**config.mk**
```make
export PLATFORM = sky130hd
export DESIGN_NAME = stk_cpu_core
export DESIGN_NICKNAME = d
export VERILOG_FILES = /design/src/stk_pkg.sv /design/src/stk_cpu_core.sv /design/src/stk_lanes.sv /design/src/stk_stack.sv
export SDC_FILE = /design/constraint.sdc
export NUM_CORES = 1
export LEC_CHECK = 0
export BUFFER_PORTS_ARGS = -buffer_cell sky130_fd_sc_hd__buf_4
export CORE_MARGIN = 2
export CORE_UTILIZATION = 50
export DETAILED_ROUTE_END_ITERATION = 8
export PLACE_DENSITY = 0.7
export REMOVE_ABC_BUFFERS = 1
export SETUP_SLACK_MARGIN = 0.4
export SYNTH_ARGS = -nofsm -noshare
export SYNTH_HDL_FRONTEND = slang
export SYNTH_SLANG_ARGS = --single-unit
```
**constraint.sdc**
```tcl
create_clock -name i_clk_sys -period 4 [get_ports i_clk_sys]
set_input_delay 1 -clock i_clk_sys [delete_from_list [all_inputs] [get_ports i_clk_sys]]
set_output_delay 1 -clock i_clk_sys [all_outputs]
set_load 0.02 [all_outputs]
```
**src/stk_pkg.sv**
```systemverilog
/*
 * Shared constants, opcodes, sequencer states and slot helpers for the
 * small 16-bit stack processor bus master port.
 * Assumes a single clock domain and a Wishbone-style slave fabric outside.
 */

package stk_pkg;

	// ==========================================================
	// Widths and reset values
	// ==========================================================
	localparam int          DATA_W      = 16;
	localparam int          PC_W        = 15;
	localparam logic [14:0] RESET_PC    = 15'h0000;
	localparam logic [14:0] PC_STEP     = 15'h0001;   // One word, two bytes
	localparam logic [1:0]  FIRST_SLOT  = 2'h0;
	localparam logic [1:0]  LAST_SLOT   = 2'h3;
	localparam logic [1:0]  SLOT_STEP   = 2'h1;
	localparam logic [15:0] ZERO_WORD   = 16'h0000;
	localparam logic [7:0]  ZERO_BYTE   = 8'h00;

	// ==========================================================
	// Byte lane selects
	// ==========================================================
	localparam logic [1:0]  SEL_WORD    = 2'h3;
	localparam logic [1:0]  SEL_HI      = 2'h2;
	localparam logic [1:0]  SEL_LO      = 2'h1;
	localparam logic [1:0]  SEL_NONE    = 2'h0;

	// ==========================================================
	// Opcodes
	// ==========================================================
	localparam logic [3:0]  OP_NOP      = 4'h0;
	localparam logic [3:0]  OP_LIT      = 4'h1;   // literal_push_op
	localparam logic [3:0]  OP_FWM      = 4'h2;
	localparam logic [3:0]  OP_SWM      = 4'h3;
	localparam logic [3:0]  OP_ADD      = 4'h4;
	localparam logic [3:0]  OP_AND      = 4'h5;
	localparam logic [3:0]  OP_XOR      = 4'h6;
	localparam logic [3:0]  OP_ZGO      = 4'h7;
	localparam logic [3:0]  OP_FBM      = 4'hA;
	localparam logic [3:0]  OP_SBM      = 4'hB;
	localparam logic [3:0]  OP_GO       = 4'hE;
	localparam logic [3:0]  OP_NZGO     = 4'hF;

	// ==========================================================
	// Sequencer states
	// ==========================================================
	typedef enum logic [1:0] {
		STK_ST_RESET,
		STK_ST_FETCH,
		STK_ST_EXEC
	} stk_state_t;

	// ==========================================================
	// Slot helpers
	// ==========================================================
	// Opcode in a slot, slot 0 being the top nibble
	function automatic logic [3:0] slot_op(input logic [15:0] word, input logic [1:0] slot);
		logic [3:0] op;
		op = 4'h0;
		case (slot)
			2'h0: op = word[15:12];
			2'h1: op = word[11:8];
			2'h2: op = word[7:4];
			default: op = word[3:0];
		endcase
		return op;
	endfunction

	// True when every slot after the given one holds a no-op
	function automatic logic rest_idle(input logic [15:0] word, input logic [1:0] slot);
		logic idle;
		idle = 1'b1;
		case (slot)
			2'h0: idle = (word[11:0] == 12'h000);
			2'h1: idle = (word[7:0] == 8'h00);
			2'h2: idle = (word[3:0] == 4'h0);
			default: idle = 1'b1;
		endcase
		return idle;
	endfunction

endpackage

```
**src/stk_cpu_core.sv**
```systemverilog
/*
 * Fetch and execute sequencer of the stack processor with its bus master
 * port: reset handling, wait states, lane selects, space tags, bus release.
 * Assumes a slave fabric that decodes on strobe AND cycle and that may
 * acknowledge in the same cycle or after any number of wait cycles.
 */
`timescale 1ns/10ps
`default_nettype none

module stk_cpu_core (
	input  wire logic        i_clk_sys,
	input  wire logic        i_rst,
	input  wire logic        i_ack,
	input  wire logic [15:0] i_dat,
	output logic             o_cyc,
	output logic             o_stb,
	output logic             o_we,
	output logic      [15:1] o_adr,
	output logic      [1:0]  o_sel,
	output logic      [15:0] o_dat,
	output logic             o_program_space_tag,
	output logic             o_data_space_tag
);
	import stk_pkg::*;

	// ==========================================================
	// State
	// ==========================================================
	stk_state_t  state_reg;
	logic        rst_hold_reg;
	logic [14:0] pc_reg;
	logic [15:0] ir_reg;
	logic [1:0]  slot_reg;

	logic [15:0] stk_x;
	logic [15:0] stk_y;
	logic [15:0] stk_z;

	// ==========================================================
	// Decode of the current slot
	// ==========================================================
	logic [3:0]  cur_op;
	logic        op_bus;
	logic        op_write;
	logic        op_byte;
	logic        op_operand;
	logic        op_jump;
	logic        last_slot;

	assign cur_op = slot_op(ir_reg, slot_reg);

	// Only the literal and memory opcodes touch the bus; the rest run stack-only
	always_comb begin
		op_bus     = 1'b0;
		op_write   = 1'b0;
		op_byte    = 1'b0;
		op_operand = 1'b0;
		case (cur_op)
			OP_LIT: begin
				op_bus     = 1'b1;
				op_operand = 1'b1;
			end
			OP_FWM: begin
				op_bus = 1'b1;
			end
			OP_SWM: begin
				op_bus   = 1'b1;
				op_write = 1'b1;
			end
			OP_FBM: begin
				op_bus  = 1'b1;
				op_byte = 1'b1;
			end
			OP_SBM: begin
				op_bus   = 1'b1;
				op_write = 1'b1;
				op_byte  = 1'b1;
			end
			default: begin
				op_bus = 1'b0;
			end
		endcase
	end

	// Taken branches discard the rest of the word
	always_comb begin
		case (cur_op)
			OP_GO:   op_jump = 1'b1;
			OP_ZGO:  op_jump = (stk_y == ZERO_WORD);
			OP_NZGO: op_jump = (stk_y != ZERO_WORD);
			default: op_jump = 1'b0;
		endcase
	end

	// Trailing no-ops are skipped, so they cost no cycles
	assign last_slot = (slot_reg == LAST_SLOT) || rest_idle(ir_reg, slot_reg);

	// ==========================================================
	// Bus request and progress
	// ==========================================================
	logic in_fetch;
	logic in_exec;
	logic bus_req;
	logic advance;

	assign in_fetch = (state_reg == STK_ST_FETCH);
	assign in_exec  = (state_reg == STK_ST_EXEC);
	assign bus_req  = in_fetch || (in_exec && op_bus);

	// A pending transfer stalls everything; with no request, always move on
	assign advance  = !bus_req || i_ack;

	// ==========================================================
	// Byte lanes
	// ==========================================================
	logic [15:0] eff_addr;
	logic [1:0]  lane_sel;
	logic [15:0] lane_wr;
	logic [15:0] lane_load;
	logic [15:0] load_data;

	// Fetches and operands use the program counter, data accesses use Z
	assign eff_addr = (in_fetch || op_operand) ? {pc_reg, 1'b0} : stk_z;

	stk_lanes u_lanes (
		.i_addr   (eff_addr),
		.i_byte   (in_exec && op_byte),
		.i_store  (stk_y),
		.i_bus_rd (i_dat),
		.o_sel    (lane_sel),
		.o_bus_wr (lane_wr),
		.o_load   (lane_load)
	);

	// Read data only enters the stack on a read strobe
	assign load_data = (bus_req && !op_write) ? lane_load : ZERO_WORD;

	// ==========================================================
	// Parameter stack
	// ==========================================================
	logic stack_step;

	// Stack moves once per completed execution slot, never while frozen
	assign stack_step = in_exec && advance;

	stk_stack u_stack (
		.i_clk_sys (i_clk_sys),
		.i_step    (stack_step),
		.i_op      (cur_op),
		.i_load    (load_data),
		.o_x       (stk_x),
		.o_y       (stk_y),
		.o_z       (stk_z)
	);

	// ==========================================================
	// Reset stretch
	// ==========================================================
	// Holds reset effect for one edge after release of the input
	always_ff @(posedge i_clk_sys or posedge i_rst) begin
		if (i_rst) begin
			rst_hold_reg <= 1'b1;
		end else begin
			rst_hold_reg <= 1'b0;
		end
	end

	// ==========================================================
	// Sequencer
	// ==========================================================
	always_ff @(posedge i_clk_sys or posedge i_rst) begin
		if (i_rst) begin
			state_reg <= STK_ST_RESET;
		end else begin
			case (state_reg)
				STK_ST_RESET: begin
					if (!rst_hold_reg) begin
						state_reg <= STK_ST_FETCH;
					end
				end
				STK_ST_FETCH: begin
					// An all no-op word fetches again at once
					if (i_ack && (i_dat != ZERO_WORD)) begin
						state_reg <= STK_ST_EXEC;
					end
				end
				STK_ST_EXEC: begin
					if (advance && (op_jump || last_slot)) begin
						state_reg <= STK_ST_FETCH;
					end
				end
				default: begin
					state_reg <= STK_ST_RESET;
				end
			endcase
		end
	end

	// Slot pointer walks from the top nibble downward
	always_ff @(posedge i_clk_sys or posedge i_rst) begin
		if (i_rst) begin
			slot_reg <= FIRST_SLOT;
		end else if (in_fetch) begin
			slot_reg <= FIRST_SLOT;
		end else if (in_exec && advance && !last_slot) begin
			slot_reg <= slot_reg + SLOT_STEP;
		end
	end

	// Instruction register loads on the acknowledged fetch only
	always_ff @(posedge i_clk_sys or posedge i_rst) begin
		if (i_rst) begin
			ir_reg <= ZERO_WORD;
		end else if (in_fetch && i_ack) begin
			ir_reg <= i_dat;
		end
	end

	// ==========================================================
	// Program counter
	// ==========================================================
	// Points at the next literal or instruction word; bit 0 is always zero
	always_ff @(posedge i_clk_sys or posedge i_rst) begin
		if (i_rst) begin
			pc_reg <= RESET_PC;
		end else if (state_reg == STK_ST_RESET) begin
			pc_reg <= RESET_PC;
		end else if (in_fetch && i_ack) begin
			pc_reg <= pc_reg + PC_STEP;
		end else if (in_exec && advance) begin
			if (cur_op == OP_LIT) begin
				pc_reg <= pc_reg + PC_STEP;
			end else if (op_jump) begin
				pc_reg <= stk_z[15:1];
			end
		end
	end

	// ==========================================================
	// Bus outputs
	// ==========================================================
	// One transfer per transaction, so cycle and strobe are one signal
	assign o_cyc = bus_req;
	assign o_stb = bus_req;

	// Word address from the effective byte address, held while waiting
	assign o_adr = eff_addr[15:1];

	// Direction is read in fetch, write only for stores
	assign o_we  = in_exec && op_write;

	// Lanes only meaningful under the strobe; quiet otherwise
	assign o_sel = bus_req ? lane_sel : SEL_NONE;

	// Store data stays put until the acknowledged edge, since Y is frozen
	assign o_dat = (in_exec && op_write) ? lane_wr : ZERO_WORD;

	// Space tags: fetch 10, operand 11, data 01, idle 00
	assign o_program_space_tag = in_fetch || (in_exec && op_operand);
	assign o_data_space_tag    = in_exec && op_bus;

endmodule

`default_nettype wire

```
**src/stk_lanes.sv**
```systemverilog
/*
 * Byte lane steering for the bus master port: lane selects, store data
 * placement and load data extraction for word and byte accesses.
 * Purely combinational; the caller qualifies everything with the strobe.
 */
`timescale 1ns/10ps
`default_nettype none

module stk_lanes (
	input  wire logic [15:0] i_addr,
	input  wire logic        i_byte,
	input  wire logic [15:0] i_store,
	input  wire logic [15:0] i_bus_rd,
	output logic      [1:0]  o_sel,
	output logic      [15:0] o_bus_wr,
	output logic      [15:0] o_load
);
	import stk_pkg::*;

	// Byte accesses pick the lane from address bit 0, little-endian
	always_comb begin
		if (i_byte) begin
			o_sel    = i_addr[0] ? SEL_HI : SEL_LO;
			o_bus_wr = {i_store[7:0], i_store[7:0]};
			o_load   = i_addr[0] ? {ZERO_BYTE, i_bus_rd[15:8]}
			                     : {ZERO_BYTE, i_bus_rd[7:0]};
		end else begin
			o_sel    = SEL_WORD;
			o_bus_wr = i_store;
			o_load   = i_bus_rd;
		end
	end

endmodule

`default_nettype wire

```
**src/stk_stack.sv**
```systemverilog
/*
 * Three-cell parameter stack with its ALU. Cells carry no reset, so their
 * contents are undefined until software loads them.
 * Assumes the caller raises i_step only in a cycle where the op completes.
 */
`timescale 1ns/10ps
`default_nettype none

module stk_stack (
	input  wire logic        i_clk_sys,
	input  wire logic        i_step,
	input  wire logic [3:0]  i_op,
	input  wire logic [15:0] i_load,
	output logic      [15:0] o_x,
	output logic      [15:0] o_y,
	output logic      [15:0] o_z
);
	import stk_pkg::*;

	logic [15:0] x_reg;
	logic [15:0] y_reg;
	logic [15:0] z_reg;
	logic [15:0] x_next;
	logic [15:0] y_next;
	logic [15:0] z_next;

	assign o_x = x_reg;
	assign o_y = y_reg;
	assign o_z = z_reg;

	// Next stack contents per opcode; pops keep X as the fill value
	always_comb begin
		x_next = x_reg;
		y_next = y_reg;
		z_next = z_reg;
		case (i_op)
			OP_LIT: begin
				x_next = y_reg;
				y_next = z_reg;
				z_next = i_load;
			end
			OP_FWM, OP_FBM: begin
				z_next = i_load;
			end
			OP_SWM, OP_SBM, OP_ZGO, OP_NZGO: begin
				y_next = x_reg;
				z_next = x_reg;
			end
			OP_ADD: begin
				y_next = x_reg;
				z_next = z_reg + y_reg;
			end
			OP_AND: begin
				y_next = x_reg;
				z_next = z_reg & y_reg;
			end
			OP_XOR: begin
				y_next = x_reg;
				z_next = z_reg ^ y_reg;
			end
			OP_GO: begin
				y_next = x_reg;
				z_next = y_reg;
			end
			default: begin
			end
		endcase
	end

	// No reset on data cells: saves area, and software must initialise them
	always_ff @(posedge i_clk_sys) begin
		if (i_step) begin
			x_reg <= x_next;
			y_reg <= y_next;
			z_reg <= z_next;
		end
	end

endmodule

`default_nettype wire

```
# Yosys cells after proc, flatten, opt, wreduce, memory -nomap -nowiden
# Cells that the tools add are included.
[totals] input_bits=19 ff_bits=84 wordCells=104 out_inout_bits=38
[op_classes] n_reduce_logical=43 bitwise_logic=2 n_mux=29 n_eq_ne=19 n_addsub=3
[ops] operator="one-hot mux 16 bit (6 select lines)" n=1
[ops] operator="2-to-1 mux 16 bit" n=5
[ops] operator="2-to-1 mux 15 bit" n=5
[ops] operator="one-hot mux 16 bit (2 select lines)" n=1
[ops] operator="nonzero test 16 bit" n=2
[ops] operator="adder 16 bit" n=1
[ops] operator="bitwise AND 16 bit" n=1
[ops] operator="== test 4 x 3 -> 1 bit (second input constant)" n=4
[ops] operator="== test 4 bit (second input constant)" n=4
[ops] operator="zero test 16 bit" n=1
[ops] operator="2-to-1 mux 2 bit" n=8
[ops] operator="XOR 16 bit" n=1
[ops] operator="adder 15 x 1 -> 15 bit (second input constant)" n=1
[ops] operator="zero test 12 bit" n=1
[ops] operator="one-hot mux 4 bit (3 select lines)" n=1
[ops] operator="logical AND 1 bit" n=10
[ops] operator="== test 4 x 2 -> 1 bit (second input constant)" n=2
[ops] operator="zero test 8 bit" n=1
[ops] operator="2-to-1 mux 8 bit" n=1
[ops] operator="AND reduction 2 bit" n=4
[ops] operator="OR reduction 8 bit" n=1
[ops] operator="== test 2 bit (second input constant)" n=3
[ops] operator="logical OR 1 bit" n=6
[ops] operator="one-hot mux 1 bit (3 select lines)" n=2
[ops] operator="other kinds (19)" n=29

# Depth between registers and ports, before layout
# Gate-level depths: netlist of run 1.
[depth] ltp_word=13 depth_mapped=11 ltp_nobuf=10

# By module
# From an unflattened synthesis of run 1, not the netlist that was laid out.
[hier_totals] cells_unflattened=684 area_unflattened_um2=6472.5
[by_module_without_submodules] module="stk_stack" area_per_inst_um2=3265.6 seq_area_each_um2=1441.4 cells_each=332 n_inst=1
[by_module_without_submodules] module="stk_cpu_core" area_per_inst_um2=2834.0 seq_area_each_um2=902.1 cells_each=316 n_inst=1
[by_module_without_submodules] module="stk_lanes" area_per_inst_um2=372.9 seq_area_each_um2=0.0 cells_each=36 n_inst=1

# Least setup slack after synthesis of run 1
# OpenSTA, ideal clock, no wires.
[synth_timing] kind="register -> output" start="register slot_reg[1]" end="output o_adr[10] in the netlist's numbering" n_path_buf=2 arrival_ns=2.520 required_ns=3.000 path_stages_with_launch=10 setup_slack_ns=0.480 path_cell_list="dfrtp_1 > inv_1 > ha_1 > a222oi_1 > mux2_2 > buf_4 > nand3_1 > nand2_1 > buf_4 > mux2_2"
[synth_between] elab_chain_cells=6 elab_cells_between_ends=8 cone_classes="eq/ne: 3; mux: 3; reduce/logical: 2"
[synth_rtl] element="start, declared" line="stk_cpu_core.sv:33" source="logic [1:0] slot_reg;"
[synth_rtl] element="start signal, assigned" line="stk_cpu_core.sv:206" source="slot_reg <= slot_reg + SLOT_STEP;"
[synth_rtl] element="== test 2 bit (tied with other cells)" line="stk_pkg.sv:62" source="case (slot)"
[synth_rtl] element="one-hot mux 4 bit (3 select lines) *" line="stk_pkg.sv:62"
[synth_rtl] element="== test 4 x 1 -> 1 bit *" line="stk_cpu_core.sv:58" source="case (cur_op)"
[synth_rtl] element="2-to-1 mux 1 bit *" line="stk_cpu_core.sv:58"
[synth_rtl] element="logical OR 1 bit *" line="stk_cpu_core.sv:123" source="assign eff_addr = (in_fetch || op_operand) ? {pc_reg, 1'b0} : stk_z;"
[synth_rtl] element="2-to-1 mux 16 bit *" line="stk_cpu_core.sv:123"
[synth_rtl] element="end, declared" line="stk_cpu_core.sv:18" source="output logic [15:1] o_adr,"
# Mark *: on every way between the ends. The rest lies on a longest branch, timed or not.

# Final worst setup path of run 1
[layout_timing] start="register slot_reg[1]" end="output o_program_space_tag"
[layout_between] elab_chain_cells=6 elab_cells_between_ends=8 cone_classes="eq/ne: 3; mux: 2; reduce/logical: 3"
[layout_rtl] element="== test 2 bit (tied with other cells)" line="stk_pkg.sv:62"
[layout_rtl] element="one-hot mux 4 bit (3 select lines) *" line="stk_pkg.sv:62"
[layout_rtl] element="== test 4 x 1 -> 1 bit *" line="stk_cpu_core.sv:58"
[layout_rtl] element="2-to-1 mux 1 bit *" line="stk_cpu_core.sv:58"
[layout_rtl] element="logical AND 1 bit *" line="stk_cpu_core.sv:259" source="assign o_program_space_tag = in_fetch || (in_exec && op_operand);"
[layout_rtl] element="logical OR 1 bit *" line="stk_cpu_core.sv:259"
[layout_rtl] element="end, declared" line="stk_cpu_core.sv:21" source="output logic o_program_space_tag,"
# Marks and branches as above.

==> flow_summary.toml, run 1 <==
[run_status]
outcome = "finished clean"

[synth]
ys_seq_area_share_pct = 42.3
syn_inst = 545
async_reset_ff_share_pct = 42.9
ys_warn_count = 0
synth_ff_type = "edfxtp_1"
synth_area_per_cell_um2 = 10.2
syn-cell-area_um2 = 5540
synth-edff-count = 48
synth_cell_types = 64
synth-seq-cells = 84

[setup_path]
cp_common_cell = "buf_4"
timing.critical_path.required_ns = 3.00
start_kind = "register"
cp_num_buf_inv = 3
cp_slowest_cell = "a222oi_1"
crit_arrival_ns = 2.76
critical_path.cell_chain = "inv_2 -> ha_4 -> a222oi_1 -> mux2_2 -> buf_4 -> nand2_1 -> o21ai_0 -> buf_4"
worstSetupPathType = "register to output pin"
slowest_delay_ns = 0.45
cp_max_fo = 11
cp-end-kind = "output pin"
critPathTopFamily = "compound AO/OA/AOI/OAI gates"

[pwr]
powerDensity_nw_per_um2 = 1100
finalPower_mw = 7.52
ir_drop_mv = 0.624
p_leak_nw = 2.77

[global_routing]
grt_max_degree = 37
first_global_vias = 4938
grt.overflow.total = 0
grt_pass1_wl_um = 27500
track_usage_pct = 30.9
antenna_found_initial = 0

[detailed_routing]
dr.pass1.iters = 6
wl_per_cell_um = 22.9
vias = 5078
drt_iter0_markers = 547
routed_wl_um = 17700
route.detailed.drc = 0
vias_per_cell = 6.56
antenna_left = 0

[floorplan]
die_w_um = 109
die-area_um2 = 11900
die_height_um = 109
start_util_pct = 51.1
core-area_um2 = 10800
rows = 38
ios = 57

[finish]
final_cell_area_um2 = 6840
antenna_cells = 0
fill_cells = 846
final_core_utilization_pct = 63.1
instances_no_fill = 774
seq_area_um2 = 2340
multiInputGateArea_um2 = 3210
areaGrowthSynthToFinish_pct = 23.5
final_nets = 670
drive_above_1_share_pct = 30.9

[clocking]
cts_hold_buffers = 0
htreeDepth = 3
cts_tree = "yes"
clock_latency_ns = 0.39
cts.sinks = 84
cts_buffer_depth = 2
cts-root-buf = "clkbuf_8"
path_clk_slew_ns = 0.09
numCtsBuffers = 9

[timing]
fin_setup_tns_ns = 0
setup_violations = 0
post-route-period-util_pct = 94.1
hold-worst-slack_ns = 0.525
finalHoldViolCount = 0
fin_skew_ns = 0.0130
drv_slew = 0
relSlewSlack_pct = 21.0
setup_ws_ns = 0.235
rsz0062_at_grt = "yes"
clock.fmax_ghz = 0.266
worstMarginPinSlew_ns = 1.19
period_needed_ns = 3.76

[placed_design]
dp_hpwl_um = 11800
gp_congestion = 0.958
placed_area_um2 = 6150
placed_cells = 735
placement.io_buffers = 56
place_ws_ns = 0.383

[flow_run]
drv_cap = 0

[hold_path]
min_path_type = "register to register"
cell usage after synthesis, drive strengths merged, types with 2 or more instances:
cell	count	area [um^2]
nand3	18	90.1
mux2	49	556
buf	11	71.3
a222oi	19	190
xor2	5	43.8
o31a	3	26.3
a21oi	43	219
edfxtp	48	1440
nor4	12	81.3
nor3	14	70.1
xnor2	10	87.6
nand2	56	213
nand4	4	25.0
o21a	3	22.5
a211oi	3	35.0
a31oi	3	18.8
and2	10	62.6
o31ai	2	20.0
o22ai	5	31.3
or2	3	18.8
o2111ai	2	17.5
o221ai	7	61.3
nor2b	5	31.3
and3	4	25.0
clkbuf	12	45.0
inv	16	60.1
o211ai	17	133
nor2	34	128
ha	21	263
mux2i	16	164
nand2b	5	31.3
dfrtp	35	876
o21ai	29	149
or3	3	28.8
a21o	3	22.5
metal layers:
layer / global-route usage, % / wire, um
met3: 4.06 / 1480
met5: 0 / 0
met1: 42.5 / 7440
met2: 49.9 / 8310
met4: 11.3 / 512
layout make-up:
cell class,instances,area share [%]
multi-input combinational,422,47.0
sequential,84,34.3
timing repair buffer,96,11.9
tap,140,2.56
clock buffer,11,2.54
inverter,16,0.951
clock inverter,5,0.805
layout by cell type, fill, tap and decap left out, types with 7 or more instances in the layout:
master | synthesis | routed
clkbuf_8 | 0 | 9
nor3_1 | 14 | 14
nor2_1 | 34 | 30
inv_1 | 16 | 12
nand2_1 | 55 | 52
mux2i_1 | 15 | 15
o21ai_1 | 9 | 9
nor4_1 | 11 | 11
nand3_1 | 18 | 16
buf_6 | 1 | 16
mux2_4 | 1 | 16
dfrtp_1 | 35 | 34
xnor2_1 | 10 | 10
buf_4 | 4 | 78
a21oi_1 | 42 | 40
edfxtp_1 | 48 | 48
o21ai_0 | 19 | 19
a222oi_1 | 19 | 19
o221ai_1 | 7 | 7
mux2_2 | 46 | 31
ha_1 | 21 | 17
and2_1 | 10 | 10
o211ai_1 | 16 | 16
report_power, final:
part	internal, mW	switching [mW]	total [mW]
clock network	0.362	0.348	0.711
registers	1.43	0.454	1.88
logic	2.22	2.70	4.92
timing repair:
action | CTS | global route
cloned | 1 | 0
pin swaps | 6 | 12
endpoints found under the hold margin | 0 | 0
setup buffers | 11 | 11
endpoints found under the setup margin | 37 | 35
gates resized for setup | 31 | 39
kinds of logic after synthesis:
| logic type | share of synthesized area [%] |
|---|---|
| AND/OR/NAND/NOR | 14.8 |
| AO/OA/AOI/OAI | 19.2 |
| flip-flops | 42.3 |
| multiplexers | 13.0 |
| buffers and inverters | 3.18 |
| adder cells (fa/ha/maj) | 5.10 |
| XOR/XNOR | 2.37 |
| other | 0.0677 |
final timing paths:
kind                                  start                   to  slack [ns]  cells after the start
worst max-delay path            slot_reg[1]  o_program_space_tag        0.24                      8
worst min-delay path             ir_reg[15]           ir_reg[15]        0.53                      1
worst max register to register  slot_reg[0]           pc_reg[12]        0.62                     10
worst min register to register   ir_reg[15]           ir_reg[15]        0.53                      1
max in group asynchronous             i_rst          slot_reg[0]        2.91                      3
min in group asynchronous             i_rst            pc_reg[2]        0.73                      3
Power figures use the tool's default switching activity.
==> inputs of run 2 (changes only) <==
==> constraint.sdc (replaced) <==
create_clock -name i_clk_sys -period 4 [get_ports i_clk_sys]
set_input_delay 1 -clock i_clk_sys [delete_from_list [all_inputs] [get_ports i_clk_sys]]
set_output_delay 1 -clock i_clk_sys [all_outputs]
set_load 0.05 [all_outputs]
==> run 2 against run 1 <==
Net effect:
- non-clock buffer count increased by 6
- die area did not move
- sequential share of layout area is 0.45 points lower
- worst hold slack worse by 0.0084 ns
- flip-flop and latch count unchanged
- register-to-register slack worse by 0.02 ns
- setup slack improved by 0.0069 ns
- utilization up 0.83 points
- first-iteration DRC count is 19% lower
- global-route usage increased by 0.20 points
- maximum frequency rose by 0.18%
- final cell count increased by 0.90%
- critical path type unchanged
- largest cell class unchanged
- highest routed layer unchanged
==> flow_summary.toml, run 2 (synthesis results as in run 1) <==
[run_status]
outcome = "finished clean"

[setup_path]
crit_arrival_ns = 2.76
slowest_delay_ns = 0.53
timing.rr.end = "pc_reg[13]"
cp_max_fo = 8
critPathLaunch = "slot_reg[0]"
r2r_start = "slot_reg[0]"
crit_end = "o_adr[12]"
critical_path.cell_chain = "ha_4 -> a222oi_1 -> mux2i_4 -> nor2_4 -> nand3_4 -> nand2_8 -> mux2_4 -> buf_6"
cp_slowest_cell = "a222oi_1"
cp-end-kind = "output pin"
start_kind = "register"
timing.critical_path.required_ns = 3.00
r2r_slack_ns = 0.60
r2r_cells = 10
worstSetupPathType = "register to output pin"

[timing]
relSlewSlack_pct = 24.4
fin_skew_ns = 0.0149
period_needed_ns = 3.76
hold-worst-slack_ns = 0.517
clock.fmax_ghz = 0.266
rsz0062_at_grt = "yes"
setup_violations = 0
finalHoldViolCount = 0
worstMarginPinSlew_ns = 1.13
drv_slew = 0
post-route-period-util_pct = 94.0

[hold_path]
hp-start = "ir_reg[2]"
min_path_type = "register to register"

[floorplan]
start_util_pct = 51.1
die-area_um2 = 11900
core-area_um2 = 10800
die_height_um = 109
die_w_um = 109
ios = 57
rows = 38

[finish]
antenna_cells = 0
instances_no_fill = 781
final_cell_mix = "buf_4, nand2_1, edfxtp_1"
final_nets = 677
final_common_cell = "buf_4"
drive_above_1_share_pct = 32.9
final_cell_area_um2 = 6930
areaGrowthSynthToFinish_pct = 25.1
fill_cells = 874

[clocking]
cts.sinks = 84
cts_buffer_depth = 2
path_clk_slew_ns = 0.10
htreeDepth = 3
clock_latency_ns = 0.38
numCtsBuffers = 9
cts_tree = "yes"
cts-root-buf = "clkbuf_8"
cts_hold_buffers = 0

[placed_design]
placement.io_buffers = 56
placed_cells = 736
dp_hpwl_um = 11800
gp_congestion = 0.978
placed_area_um2 = 6150

[global_routing]
grt.overflow.total = 0
first_global_vias = 4975
grt_pass1_wl_um = 27600
track_usage_pct = 31.1
antenna_found_initial = 0
grt_max_degree = 37

[detailed_routing]
antenna_left = 0
vias_per_cell = 6.53
wl_per_cell_um = 22.9
drt_iter0_markers = 442
routed_wl_um = 17900
route.detailed.drc = 0
dr.pass1.iters = 5
vias = 5103

[flow_run]
drv_cap = 0
run 2: timing repair:
action	in CTS	in global routing
hold endpoints to repair	0	0
pin swaps	8	11
resized for setup	63	29
setup endpoints to repair	37	37
gates cloned	1	1
buffers inserted	20	7
run 2: routing by layer:
metal	wire length, um	track usage [%]	share of wire (%)
met5	0	0	0
met4	587	11.6	3.3
met3	1500	6.87	8.4
met2	8290	49.1	46
met1	7540	42.0	42
run 2: area by class of cell:
type                            instances  area (um^2)  area share, %
Multi-Input combinational cell        423         3300           47.7
Sequential cell                        84         2340           33.8
Timing Repair Buffer                  102          873           12.6
Clock buffer                           12          145           2.09
Tap cell                              140          175           2.53
Clock inverter                          4         23.8          0.343
Inverter                               16         66.3          0.957
run 2: worst max-delay path: cells and delay by family (launching register included):
kind / cells / cell delay [ns]
buffers and inverters: 1 / 0.15
muxes: 2 / 0.49
DFF: 1 / 0.47
AOI/OAI and AO/OA: 1 / 0.53
and+or+nand+nor: 3 / 0.53
adders and majority gates: 1 / 0.19
run 2: worst min-delay path by stage:
stage | to | slack (ns) | depth (start not counted)
5_1_grt | ir_reg[2] | 0.54 | 1
3_5_place_dp | ir_reg[2] | 0.50 | 1
3_3_place_gp | ir_reg[2] | 0.49 | 1
4_1_cts | ir_reg[2] | 0.52 | 1
6_report | ir_reg[2] | 0.52 | 1
2_1_floorplan | ir_reg[2] | 0.48 | 1
run 2: per-stage QoR:
stage	setup TNS, ns	setup slack [ns]	utilization [%]
after floorplan	-0.300	-0.300	-
after global placement	0	0.293	56.8
after detailed placement	0	0.114	56.8
after CTS	0	0.349	62.2
after global routing	0	0.157	63.9
final	0	0.242	63.9
Power of run 2 is not shown: default switching activity piles up to over one toggle a cycle in this logic, so the estimate is an artifact.
